$ cat src/hw/idc_pkg.sv
// ==============================================
// shared constants and carriers
// ==============================================
package idc_pkg;

	// ==============================================
	// register offsets, index 0 is the first input
	// ==============================================
	localparam logic [3:0][7:0] DIV_HIGH_OFS = {8'h34, 8'h31, 8'h2E, 8'h2B};
	localparam logic [3:0][7:0] DIV_MID_OFS  = {8'h35, 8'h32, 8'h2F, 8'h2C};
	localparam logic [3:0][7:0] DIV_LOW_OFS  = {8'h36, 8'h33, 8'h30, 8'h2D};
	localparam logic [7:0]      BAND_OFS     = 8'h37;

	// ==============================================
	// field layout
	// ==============================================
	localparam int DIV_W        = 19;
	localparam int DIV_HIGH_W   = 3;
	localparam int DIV_HIGH_LSB = 16;
	localparam int DIV_MID_LSB  = 8;
	localparam int BAND_W       = 3;
	localparam int BAND_IN1_LSB = 0;
	localparam int BAND_IN2_LSB = 3;
	localparam int MHZ_W        = 10;

	// first reserved band code; 6 and 7 are both reserved
	localparam logic [2:0] BAND_RSV_FIRST = 3'h6;

	// ==============================================
	// reset values
	// ==============================================
	localparam logic [7:0] RST_DIV_HIGH = 8'h00;
	localparam logic [7:0] RST_DIV_MID  = 8'h00;
	localparam logic [7:0] RST_IN1_LOW  = 8'h00;
	localparam logic [7:0] RST_IN2_LOW  = 8'h09;
	localparam logic [7:0] RST_IN3_LOW  = 8'h00;
	localparam logic [7:0] RST_IN4_LOW  = 8'h09;
	localparam logic [3:0][7:0] DIV_LOW_RST = {RST_IN4_LOW, RST_IN3_LOW, RST_IN2_LOW, RST_IN1_LOW};
	localparam logic [7:0] RST_BAND     = 8'h00;

	// ==============================================
	// expected input band limits in MHz, codes 0 to 5
	// ==============================================
	localparam logic [5:0][9:0] BAND_LO_MHZ = {10'h177, 10'h0BE, 10'h05F, 10'h032, 10'h019, 10'h00A};
	localparam logic [5:0][9:0] BAND_HI_MHZ = {10'h2C6, 10'h1B3, 10'h0D7, 10'h069, 10'h036, 10'h01B};

	// ==============================================
	// carriers
	// ==============================================
	typedef struct packed {
		logic       wr;
		logic       rd;
		logic [7:0] addr;
		logic [7:0] wdata;
	} idc_req_t;

	typedef struct packed {
		logic [18:0] value;
		logic [19:0] ratio;
		logic        changed;
	} idc_div_t;

	typedef struct packed {
		logic [2:0] code;
		logic       reserved;
		logic [9:0] lo_mhz;
		logic [9:0] hi_mhz;
	} idc_band_t;

endpackage : idc_pkg

$ cat src/hw/idc_div_bank.sv
`timescale 1ns/10ps
// ==============================================
// one 19-bit input divider over three byte registers
// ==============================================
module idc_div_bank #(
	parameter logic [7:0] LOW_RST = 8'h00
) (
	input  wire logic        clk,
	input  wire logic        rst_n,
	input  wire logic [2:0]  wr_sel,
	input  wire logic [7:0]  wdata,
	output logic      [18:0] value,
	output logic             changed
);

	logic [18:0] value_q;
	logic [18:0] value_d;
	logic        changed_q;
	logic        changed_d;

	// byte merge: bit 2 high, bit 1 middle, bit 0 low
	always_comb begin
		value_d = value_q;
		if (wr_sel[2]) begin
			value_d[18:16] = wdata[2:0];   // upper five bits dropped, they read zero
		end
		if (wr_sel[1]) begin
			value_d[15:8] = wdata;
		end
		if (wr_sel[0]) begin
			value_d[7:0] = wdata;
		end
		changed_d = (value_d != value_q);
	end

	// reset loads high, middle and low bytes
	always_ff @(posedge clk or negedge rst_n) begin
		if (!rst_n) begin
			value_q   <= {idc_pkg::RST_DIV_HIGH[2:0], idc_pkg::RST_DIV_MID, LOW_RST};
			changed_q <= 1'b0;
		end else begin
			value_q   <= value_d;
			changed_q <= changed_d;
		end
	end

	assign value   = value_q;
	assign changed = changed_q;

endmodule : idc_div_bank

$ cat src/hw/idc_band_reg.sv
`timescale 1ns/10ps
// ==============================================
// band-select byte for the first two inputs
// ==============================================
module idc_band_reg (
	input  wire logic       clk,
	input  wire logic       rst_n,
	input  wire logic       wr,
	input  wire logic [7:0] wdata,
	output logic      [2:0] code1,
	output logic      [2:0] code2
);

	logic [5:0] band_q;
	logic [5:0] band_d;

	// codes kept as written, reserved ones too, so readback is honest
	always_comb begin
		band_d = band_q;
		if (wr) begin
			band_d = wdata[5:0];
		end
	end

	always_ff @(posedge clk or negedge rst_n) begin
		if (!rst_n) begin
			band_q <= idc_pkg::RST_BAND[5:0];
		end else begin
			band_q <= band_d;
		end
	end

	assign code1 = band_q[idc_pkg::BAND_IN1_LSB +: idc_pkg::BAND_W];
	assign code2 = band_q[idc_pkg::BAND_IN2_LSB +: idc_pkg::BAND_W];

endmodule : idc_band_reg

$ cat src/hw/idc_top.sv
// What this block does
// - input 1 holds 19-bit divider, zero divides one
// - input 2 holds 19-bit divider, same layout
// - input 3 holds 19-bit divider, same layout
// - input 4 holds 19-bit divider, same layout
// - two 3-bit band codes, six bands, 6-7 reserved
// - low bytes of inputs 2 and 4 reset 09
`timescale 1ns/10ps
module idc_top (
	input  wire logic                      clk,
	input  wire logic                      rst_n,
	input  wire idc_pkg::idc_req_t         req,
	output logic      [7:0]                rd_data,
	output logic                           rd_valid,
	output logic                           unmapped,
	output idc_pkg::idc_div_t  [3:0]       div_cfg,
	output idc_pkg::idc_band_t [1:0]       band_cfg
);

	// ==============================================
	// declarations
	// ==============================================
	logic [3:0][2:0]             wr_sel;
	logic                        band_wr;
	logic [3:0][18:0]            div_value;
	logic [3:0]                  div_changed;
	logic [2:0]                  band_code1;
	logic [2:0]                  band_code2;
	logic [7:0]                  rd_data_q;
	logic [7:0]                  rd_data_d;
	logic                        rd_valid_q;
	logic                        rd_valid_d;
	logic                        unmapped_q;
	logic                        unmapped_d;
	idc_pkg::idc_div_t  [3:0]    div_cfg_q;
	idc_pkg::idc_div_t  [3:0]    div_cfg_d;
	idc_pkg::idc_band_t [1:0]    band_cfg_q;
	idc_pkg::idc_band_t [1:0]    band_cfg_d;

	// ==============================================
	// address decode
	// ==============================================
	// one-hot hit per divider byte; bit 2 high, 1 middle, 0 low
	function automatic logic [3:0][2:0] div_hit(input logic [7:0] addr);
		logic [3:0][2:0] hit;
		hit = '0;
		for (int i = 0; i < 4; i++) begin
			hit[i][2] = (addr == idc_pkg::DIV_HIGH_OFS[i]);
			hit[i][1] = (addr == idc_pkg::DIV_MID_OFS[i]);
			hit[i][0] = (addr == idc_pkg::DIV_LOW_OFS[i]);
		end
		return hit;
	endfunction : div_hit

	// any mapped register at this offset
	function automatic logic is_mapped(input logic [7:0] addr);
		return (|div_hit(addr)) || (addr == idc_pkg::BAND_OFS);
	endfunction : is_mapped

	// ==============================================
	// write strobes
	// ==============================================
	// the serial port core hands a whole byte per write
	always_comb begin
		wr_sel = '0;
		if (req.wr) begin
			wr_sel = div_hit(req.addr);
		end
		band_wr = req.wr && (req.addr == idc_pkg::BAND_OFS);
	end

	// ==============================================
	// divider byte registers
	// ==============================================
	// each input gets its own bank; only the low-byte reset differs
	for (genvar g = 0; g < 4; g++) begin : g_div
		idc_div_bank #(
			.LOW_RST (idc_pkg::DIV_LOW_RST[g])
		) u_bank (
			.clk     (clk),
			.rst_n   (rst_n),
			.wr_sel  (wr_sel[g]),
			.wdata   (req.wdata),
			.value   (div_value[g]),
			.changed (div_changed[g])
		);
	end

	// ==============================================
	// band-select register
	// ==============================================
	idc_band_reg u_band (
		.clk   (clk),
		.rst_n (rst_n),
		.wr    (band_wr),
		.wdata (req.wdata),
		.code1 (band_code1),
		.code2 (band_code2)
	);

	// ==============================================
	// readback
	// ==============================================
	// reserved upper bits always read zero
	function automatic logic [7:0] read_byte(
		input logic [7:0]       addr,
		input logic [3:0][18:0] dv,
		input logic [2:0]       c1,
		input logic [2:0]       c2
	);
		logic [3:0][2:0] hit;
		logic [7:0]      res;
		hit = div_hit(addr);
		res = 8'h00;
		for (int i = 0; i < 4; i++) begin
			if (hit[i][2]) begin
				res = {5'h00, dv[i][18:16]};
			end
			if (hit[i][1]) begin
				res = dv[i][15:8];
			end
			if (hit[i][0]) begin
				res = dv[i][7:0];
			end
		end
		if (addr == idc_pkg::BAND_OFS) begin
			res = {2'h0, c2, c1};
		end
		return res;
	endfunction : read_byte

	// read answers one cycle after the request, old value if written together
	always_comb begin
		rd_valid_d = req.rd;
		rd_data_d  = rd_data_q;
		if (req.rd) begin
			rd_data_d = read_byte(req.addr, div_value, band_code1, band_code2);
		end
	end

	always_ff @(posedge clk or negedge rst_n) begin
		if (!rst_n) begin
			rd_data_q  <= 8'h00;
			rd_valid_q <= 1'b0;
		end else begin
			rd_data_q  <= rd_data_d;
			rd_valid_q <= rd_valid_d;
		end
	end

	// ==============================================
	// unmapped access flag
	// ==============================================
	// writes elsewhere are dropped; this pulse lets the port core report it
	always_comb begin
		unmapped_d = (req.wr || req.rd) && !is_mapped(req.addr);
	end

	always_ff @(posedge clk or negedge rst_n) begin
		if (!rst_n) begin
			unmapped_q <= 1'b0;
		end else begin
			unmapped_q <= unmapped_d;
		end
	end

	// ==============================================
	// divider outputs to the input datapaths
	// ==============================================
	// stored value zero means divide by one, so ratio is value plus one
	function automatic logic [19:0] div_ratio(input logic [18:0] v);
		return {1'b0, v} + 20'h0_0001;
	endfunction : div_ratio

	always_comb begin
		div_cfg_d = div_cfg_q;
		for (int i = 0; i < 4; i++) begin
			div_cfg_d[i].value   = div_value[i];
			div_cfg_d[i].ratio   = div_ratio(div_value[i]);
			div_cfg_d[i].changed = div_changed[i];
		end
	end

	// value and change pulse leave together, one register stage
	always_ff @(posedge clk or negedge rst_n) begin
		if (!rst_n) begin
			for (int i = 0; i < 4; i++) begin
				div_cfg_q[i].value   <= {idc_pkg::RST_DIV_HIGH[2:0], idc_pkg::RST_DIV_MID,
				                         idc_pkg::DIV_LOW_RST[i]};
				div_cfg_q[i].ratio   <= div_ratio({idc_pkg::RST_DIV_HIGH[2:0], idc_pkg::RST_DIV_MID,
				                                   idc_pkg::DIV_LOW_RST[i]});
				div_cfg_q[i].changed <= 1'b0;
			end
		end else begin
			div_cfg_q <= div_cfg_d;
		end
	end

	// ==============================================
	// band outputs to the offset alarm monitor
	// ==============================================
	// reserved codes give zero limits; the monitor should hold off then
	function automatic idc_pkg::idc_band_t band_info(input logic [2:0] code);
		idc_pkg::idc_band_t b;
		b.code     = code;
		b.reserved = (code >= idc_pkg::BAND_RSV_FIRST);
		b.lo_mhz   = '0;
		b.hi_mhz   = '0;
		if (!b.reserved) begin
			b.lo_mhz = idc_pkg::BAND_LO_MHZ[code];
			b.hi_mhz = idc_pkg::BAND_HI_MHZ[code];
		end
		return b;
	endfunction : band_info

	always_comb begin
		band_cfg_d[0] = band_info(band_code1);
		band_cfg_d[1] = band_info(band_code2);
	end

	always_ff @(posedge clk or negedge rst_n) begin
		if (!rst_n) begin
			band_cfg_q[0] <= band_info(idc_pkg::RST_BAND[idc_pkg::BAND_IN1_LSB +: idc_pkg::BAND_W]);
			band_cfg_q[1] <= band_info(idc_pkg::RST_BAND[idc_pkg::BAND_IN2_LSB +: idc_pkg::BAND_W]);
		end else begin
			band_cfg_q <= band_cfg_d;
		end
	end

	// ==============================================
	// outputs
	// ==============================================
	assign rd_data  = rd_data_q;
	assign rd_valid = rd_valid_q;
	assign unmapped = unmapped_q;
	assign div_cfg  = div_cfg_q;
	assign band_cfg = band_cfg_q;

endmodule : idc_top

$ cat config.mk
export PLATFORM = sky130hd
export DESIGN_NAME = idc_top
export DESIGN_NICKNAME = d
export VERILOG_FILES = /design/src/hw/idc_pkg.sv /design/src/hw/idc_div_bank.sv /design/src/hw/idc_band_reg.sv /design/src/hw/idc_top.sv
export SDC_FILE = /design/constraint.sdc
export NUM_CORES = 1
export LEC_CHECK = 0
export BUFFER_PORTS_ARGS = -buffer_cell sky130_fd_sc_hd__buf_4
export CORE_UTILIZATION = 35
export CTS_CLUSTER_DIAMETER = 120
export DETAILED_ROUTE_END_ITERATION = 16
export PLACE_DENSITY = 0.57
export SYNTH_ARGS = -nofsm -noshare
export SYNTH_HDL_FRONTEND = slang
export SYNTH_HIERARCHICAL = 1
export SYNTH_SLANG_ARGS = --single-unit
$ cat constraint.sdc
create_clock -name clk -period 2.2 [get_ports clk]
set_input_delay 0.33 -clock clk [delete_from_list [all_inputs] [get_ports clk]]
set_output_delay 0.33 -clock clk [all_outputs]
set_load 0.1 [all_outputs]
== Yosys cells after proc, flatten, opt, wreduce, memory -nomap -nowiden ==
Memories as Yosys holds them, arrays and structs flattened.
Index checks and enable logic that the tools add are counted.

* Bits in registers: 304
* Latch bits: 0
* RAM bits: 0
* Bits in read-only memories: 320
* Input port bits: 20
* Output and inout port bits: 218
* Memories: 4

{| class="wikitable"
|+ Memory list
! name !! words !! bits a word !! read ports !! clocked after Yosys merged registers in !! wr ports !! RTL line !! RTL
|-
| (name not given) || 8 || 10 || 1 || 0 || 0 || idc_top.sv:211 || <nowiki>b.hi_mhz = idc_pkg::BAND_HI_MHZ[code];</nowiki>
|-
| (name not given) || 8 || 10 || 1 || 0 || 0 || idc_top.sv:210 || <nowiki>b.lo_mhz = idc_pkg::BAND_LO_MHZ[code];</nowiki>
|-
| (name not given) || 8 || 10 || 1 || 0 || 0 || idc_top.sv:211 ||
|-
| (name not given) || 8 || 10 || 1 || 0 || 0 || idc_top.sv:210 ||
|}

* $add $sub $neg: 4
* Multiply operators: 0
* Divide/modulo/power cells: 0
* Magnitude comparators: 4
* Eq/ne operators: 17
* Shift operators: 0
* Muxes and demuxes: 32
* Bitwise logic cells: 0
* Reduce and logical (&&, ||, !) cells: 6

{| class="wikitable"
|+ Operators by type and width
! cell !! number
|-
| $mux W8 || 20
|-
| $eq A8 B6 Y1 const B || 13
|-
| $add A19 B1 Y20 const B || 4
|-
| $ne A19 B19 Y1 || 4
|-
| $mux W10 || 4
|-
| $mux W20 || 2
|-
| $mux W3 || 5
|-
| $mux W12 || 1
|-
| $reduce_or A12 Y1 || 1
|-
| $lt A3 B4 Y1 const B || 2
|-
| $ge A3 B3 Y1 const B || 2
|-
| $logic_and A1 B1 Y1 || 2
|-
| $logic_or A1 B1 Y1 || 2
|-
| $logic_not A1 Y1 || 1
|}

== Logic depth before layout (Yosys ltp) ==
* Word-level depth: 14
* Depth in mapped cells: 9
* Gate-level depth less buffers: 7

== By module ==
Netlist, hierarchy kept.

{| class="wikitable"
|+ By module, submodules not included
! module !! instances !! cells each !! area each (µm²) !! seq. area each (µm²)
|-
| idc_top || 1 || 669 || 8147.8 || 5180.0
|-
| idc_div_bank (g_div[1].u_bank ...) || 2 || 75 || 978.4 || 503.0
|-
| idc_div_bank (g_div[0].u_bank ...) || 2 || 75 || 975.9 || 500.5
|-
| idc_band_reg || 1 || 13 || 251.5 || 150.1
|}

== Worst setup path after synthesis ==
OpenSTA, ideal clock, no wires.

* Kind: input-to-reg
* From: input port req[15] (netlist bit)
* To: register g_div[2].u_bank.value_q[10]
* Setup time: 0.125 ns
* Arrival: 1.861 ns
* Required time: 2.075 ns
* Path slack: 0.214 ns
* Cell stages on the path: 7
* Path buffers: 3
* Path through: nor2_1 > nand3_2 > buf_2 > buf_2 > nor3_1 > clkbuf_8 > mux2_2

{| class="wikitable"
|+ RTL lines
! item !! RTL line !! RTL
|-
| start, declared || idc_top.sv:12 || <nowiki>input wire idc_pkg::idc_req_t req,</nowiki>
|-
| end signal, assigned || idc_div_bank.sv:39 || <nowiki>value_q <= {idc_pkg::RST_DIV_HIGH[2:0], idc_pkg::RST_DIV_MID, LOW_RST};</nowiki>
|-
| end signal, assigned || idc_div_bank.sv:42 || <nowiki>value_q <= value_d;</nowiki>
|-
| end, declared || idc_div_bank.sv:16 || <nowiki>logic [18:0] value_q;</nowiki>
|}

==> metrics.yaml <==
status:
  outcome: "complete, no violations"
synthesis:
  synthDistinctLibCells: 56
  synth_edf_count: 0
  ys_ff_latch: 292
  synthCells: 982
  synthesis.area_sq_um: 12300
  async_flop_share: 1.00
  synth_top_area_share: 0.545
  synth_area_leaders: "dfrtp_1 (54%), mux2_2 (7.5%), xnor2_1 (7.3%)"
  synth-main-ff-cell: "dfrtp_1"
  ys_warn_count: 6
  yosys.area.top_type: "dfrtp_1"
  synth.avg_cell_area_sq_um: 12.5
  seq_area_frac_synth: 0.596
worst_setup_path:
  crit_slowest_cell: "dfrtp_1"
  cp-end-kind: "flip-flop"
  rrSetupSlack_ns: 0.29
  path_delay_family: "simple AND/OR/NAND/NOR gates"
  cp.arrival_ns: 2.38
  cpPeakStageDelay_ns: 0.52
  cp-start-kind: "flip-flop"
  worst-path-buf-inv: 1
  worstSetupPathType: "flip-flop to flip-flop"
  crit_cells: 6
  cp_common_cell: "nor3_2"
  worstReg2RegEnd: "div_cfg[99]"
  worst-path-max-fanout: 7
  critical_path_required_ns: 2.67
  rr_startpoint: "g_div[2].u_bank/value[1]"
  crit_chain: "ha_1 -> inv_1 -> nor3_2 -> nand4_1 -> nor3_2 -> xor2_1"
  rr_worst_depth: 6
global_routing:
  antenna_found_initial: 0
  grtUsageTotal: 0.190
  grt_start_max_net_pins: 63
  gr-total-overflow: 0
  first_global_vias: 8818
  grt_first_pass_wirelength_mm: 52.9
route:
  routed_via_density: 4.92
  drt_iter0_drc: 476
  wl_per_cell_um: 19.5
  dr.pass1.iters: 6
  vias: 8578
  drc: 0
  finalWirelength_mm: 34.0
  drtAntennaViolNets: 0
placement:
  dp_slack_ns: 0.116
  place_inst: 1685
  globalplace.congestion: 0.895
  placed_area_sq_um: 14800
  place_hpwl_mm: 23.8
  io_buffer_count: 235
sta:
  setup-tns-final_ns: 0
  slew_viol_final: 0
  setup_viol: 0
  relSlewSlack: 0.620
  hold_violations: 0
  period_share: 0.869
  fin_crit_ns: 1.91
  clock-skew-final_ns: 0.0147
  grt_setup_unrepaired: "no"
  setup_ws_ns: 0.289
  hold_ws_ns: 0.149
  tightest_slew_ns: 0.569
  clock.fmax_mhz: 523
power:
  seqPwrFrac: 0.420
  p_per_area_nw_per_um2: 877
  power_switching_uw: 4370
  leakagePower_uw: 0.00767
  switching_share: 0.313
  intPower_uw: 9610
  clock_power_share: 0.393
  ir_drop_mv: 0.664
  power_frac_comb: 0.188
cts:
  ctsRootBufferMaster: "clkbuf_16"
  insertion_delay_ns: 0.56
  h-tree-depth: 1
  cts_buffers: 31
  clock_sinks: 292
  cts_tree: "built"
  cts_buffer_depth: 3
  path_clk_slew_ns: 0.06
die:
  rows: 68
  dieArea_sq_um: 35900
  io_pins: 238
  die_y_um: 190
  coreArea_sq_um: 34500
  start_util: 0.356
  fp.dieW_um: 190
cells_and_area:
  synthToLayoutAreaGrowth_pct: 29.6
  drive_gt1_frac: 0.366
  layout_common_cells: "buf_4 (291), dfrtp_1 (268), xnor2_1 (103)"
  layoutNonFillerInstCount: 1745
  insertedDiodeCount: 0
  final_cell_area_sq_um: 15900
  final_common_cell: "buf_4"
  finalNetCount: 1299
min_path:
  holdPathStages: 2
  hp-class: "input port to flip-flop"
  min_to: "unmapped"
  hold_start: "req[17]"
flow_run:
  max_cap_viol_count: 0
Yosys cell counts, types with 11 or more instances:
| master | number |
|---|---|
| mux2i_1 | 11 |
| dfrtp_1 | 268 |
| a21oi_1 | 24 |
| o21ai_0 | 26 |
| nor3_1 | 12 |
| buf_2 | 15 |
| nand3_1 | 50 |
| o22ai_1 | 12 |
| xor2_1 | 25 |
| nand4_1 | 20 |
| dfstp_2 | 24 |
| and3_1 | 13 |
| buf_4 | 15 |
| nand2b_1 | 15 |
| inv_1 | 36 |
| mux2_2 | 82 |
| ha_1 | 14 |
| xnor2_1 | 103 |
| nand2_1 | 45 |
| nor2_1 | 45 |
layout make-up:
| class | count | area, sq um |
|---|---|---|
| well taps | 455 | 569 |
| clock buffers | 51 | 981 |
| clock inverters | 7 | 121 |
| repair buffers | 299 | 2320 |
| flip-flops and latches | 292 | 7340 |
| fillers | 3206 | 18600 |
| inverters | 40 | 150 |
| multi-input cells | 601 | 4470 |
through the flow:
step / util / total power, uW
CTS: 0.462 / 14100
global placement: 0.429 / 8590
finish: 0.462 / 14000
floorplan: - / 7810
global route: 0.462 / 14500
detailed placement: 0.429 / 8600
sequential cells by signal, summed over array words and instances, names as in the netlist:
| signal | count |
|---|---|
| rd_valid | 1 |
| band_cfg | 36 |
| g_div.u_bank/changed | 4 |
| g_div.u_bank/value | 76 |
| rd_data | 8 |
| div_cfg | 160 |
| u_band/band_q | 6 |
| unmapped | 1 |
layer usage:
metal  up-vias  track usage  share of wire
met3        49       0.0361          0.060
li1       3968            -              -
met5         -            0              0
met2       290        0.313           0.48
met4         0       0.0444          0.019
met1      4271        0.258           0.44
worst max-delay path by stage:
stage                                   startpoint                   endpoint
after global placement                     req[15]                 rd_data[0]
after detailed placement                   req[15]                 rd_data[6]
final                     g_div[2].u_bank/value[1]                div_cfg[99]
after global routing      g_div[2].u_bank/value[1]                div_cfg[99]
after CTS                 g_div[2].u_bank/value[1]                div_cfg[99]
after floorplan                            req[15]  g_div[2].u_bank/value[10]
power groups by stage:
stage / Sequential, uW / Combinational, uW / Clock (uW)
final: 5870 / 2620 / 5490
after global placement: 5970 / 2620 / 0
after global routing: 5900 / 2730 / 5830
after detailed placement: 5970 / 2630 / 0
after CTS: 5880 / 2640 / 5620
after floorplan: 7310 / 503 / 0
worst reg2reg max path, stage by stage (launching register included):
cell and delay, ns:
dfrtp_1 0.52, ha_1 0.29, inv_1 0.09, nor3_2 0.32, nand4_1 0.24, nor3_2 0.18, xor2_1 0.17
timing repair:
| item | 4_1_cts | 5_1_grt |
|---|---|---|
| buffers inserted | 0 | 0 |
| hold buffers | 2 | 0 |
| resized for setup | 0 | 0 |
| endpoints found under the hold margin | 52 | 0 |
cells by family after synthesis:
| family | synth area share |
|---|---|
| and+or+nand+nor | 0.0980 |
| DFF | 0.596 |
| xor gates and xnor gates | 0.0911 |
| other | 0.000305 |
| buffers and inverters | 0.0411 |
| muxes | 0.0913 |
| adders and majority gates | 0.0142 |
| AOI/OAI and AO/OA | 0.0679 |
No activity file was read; power rests on OpenSTA's default activity.
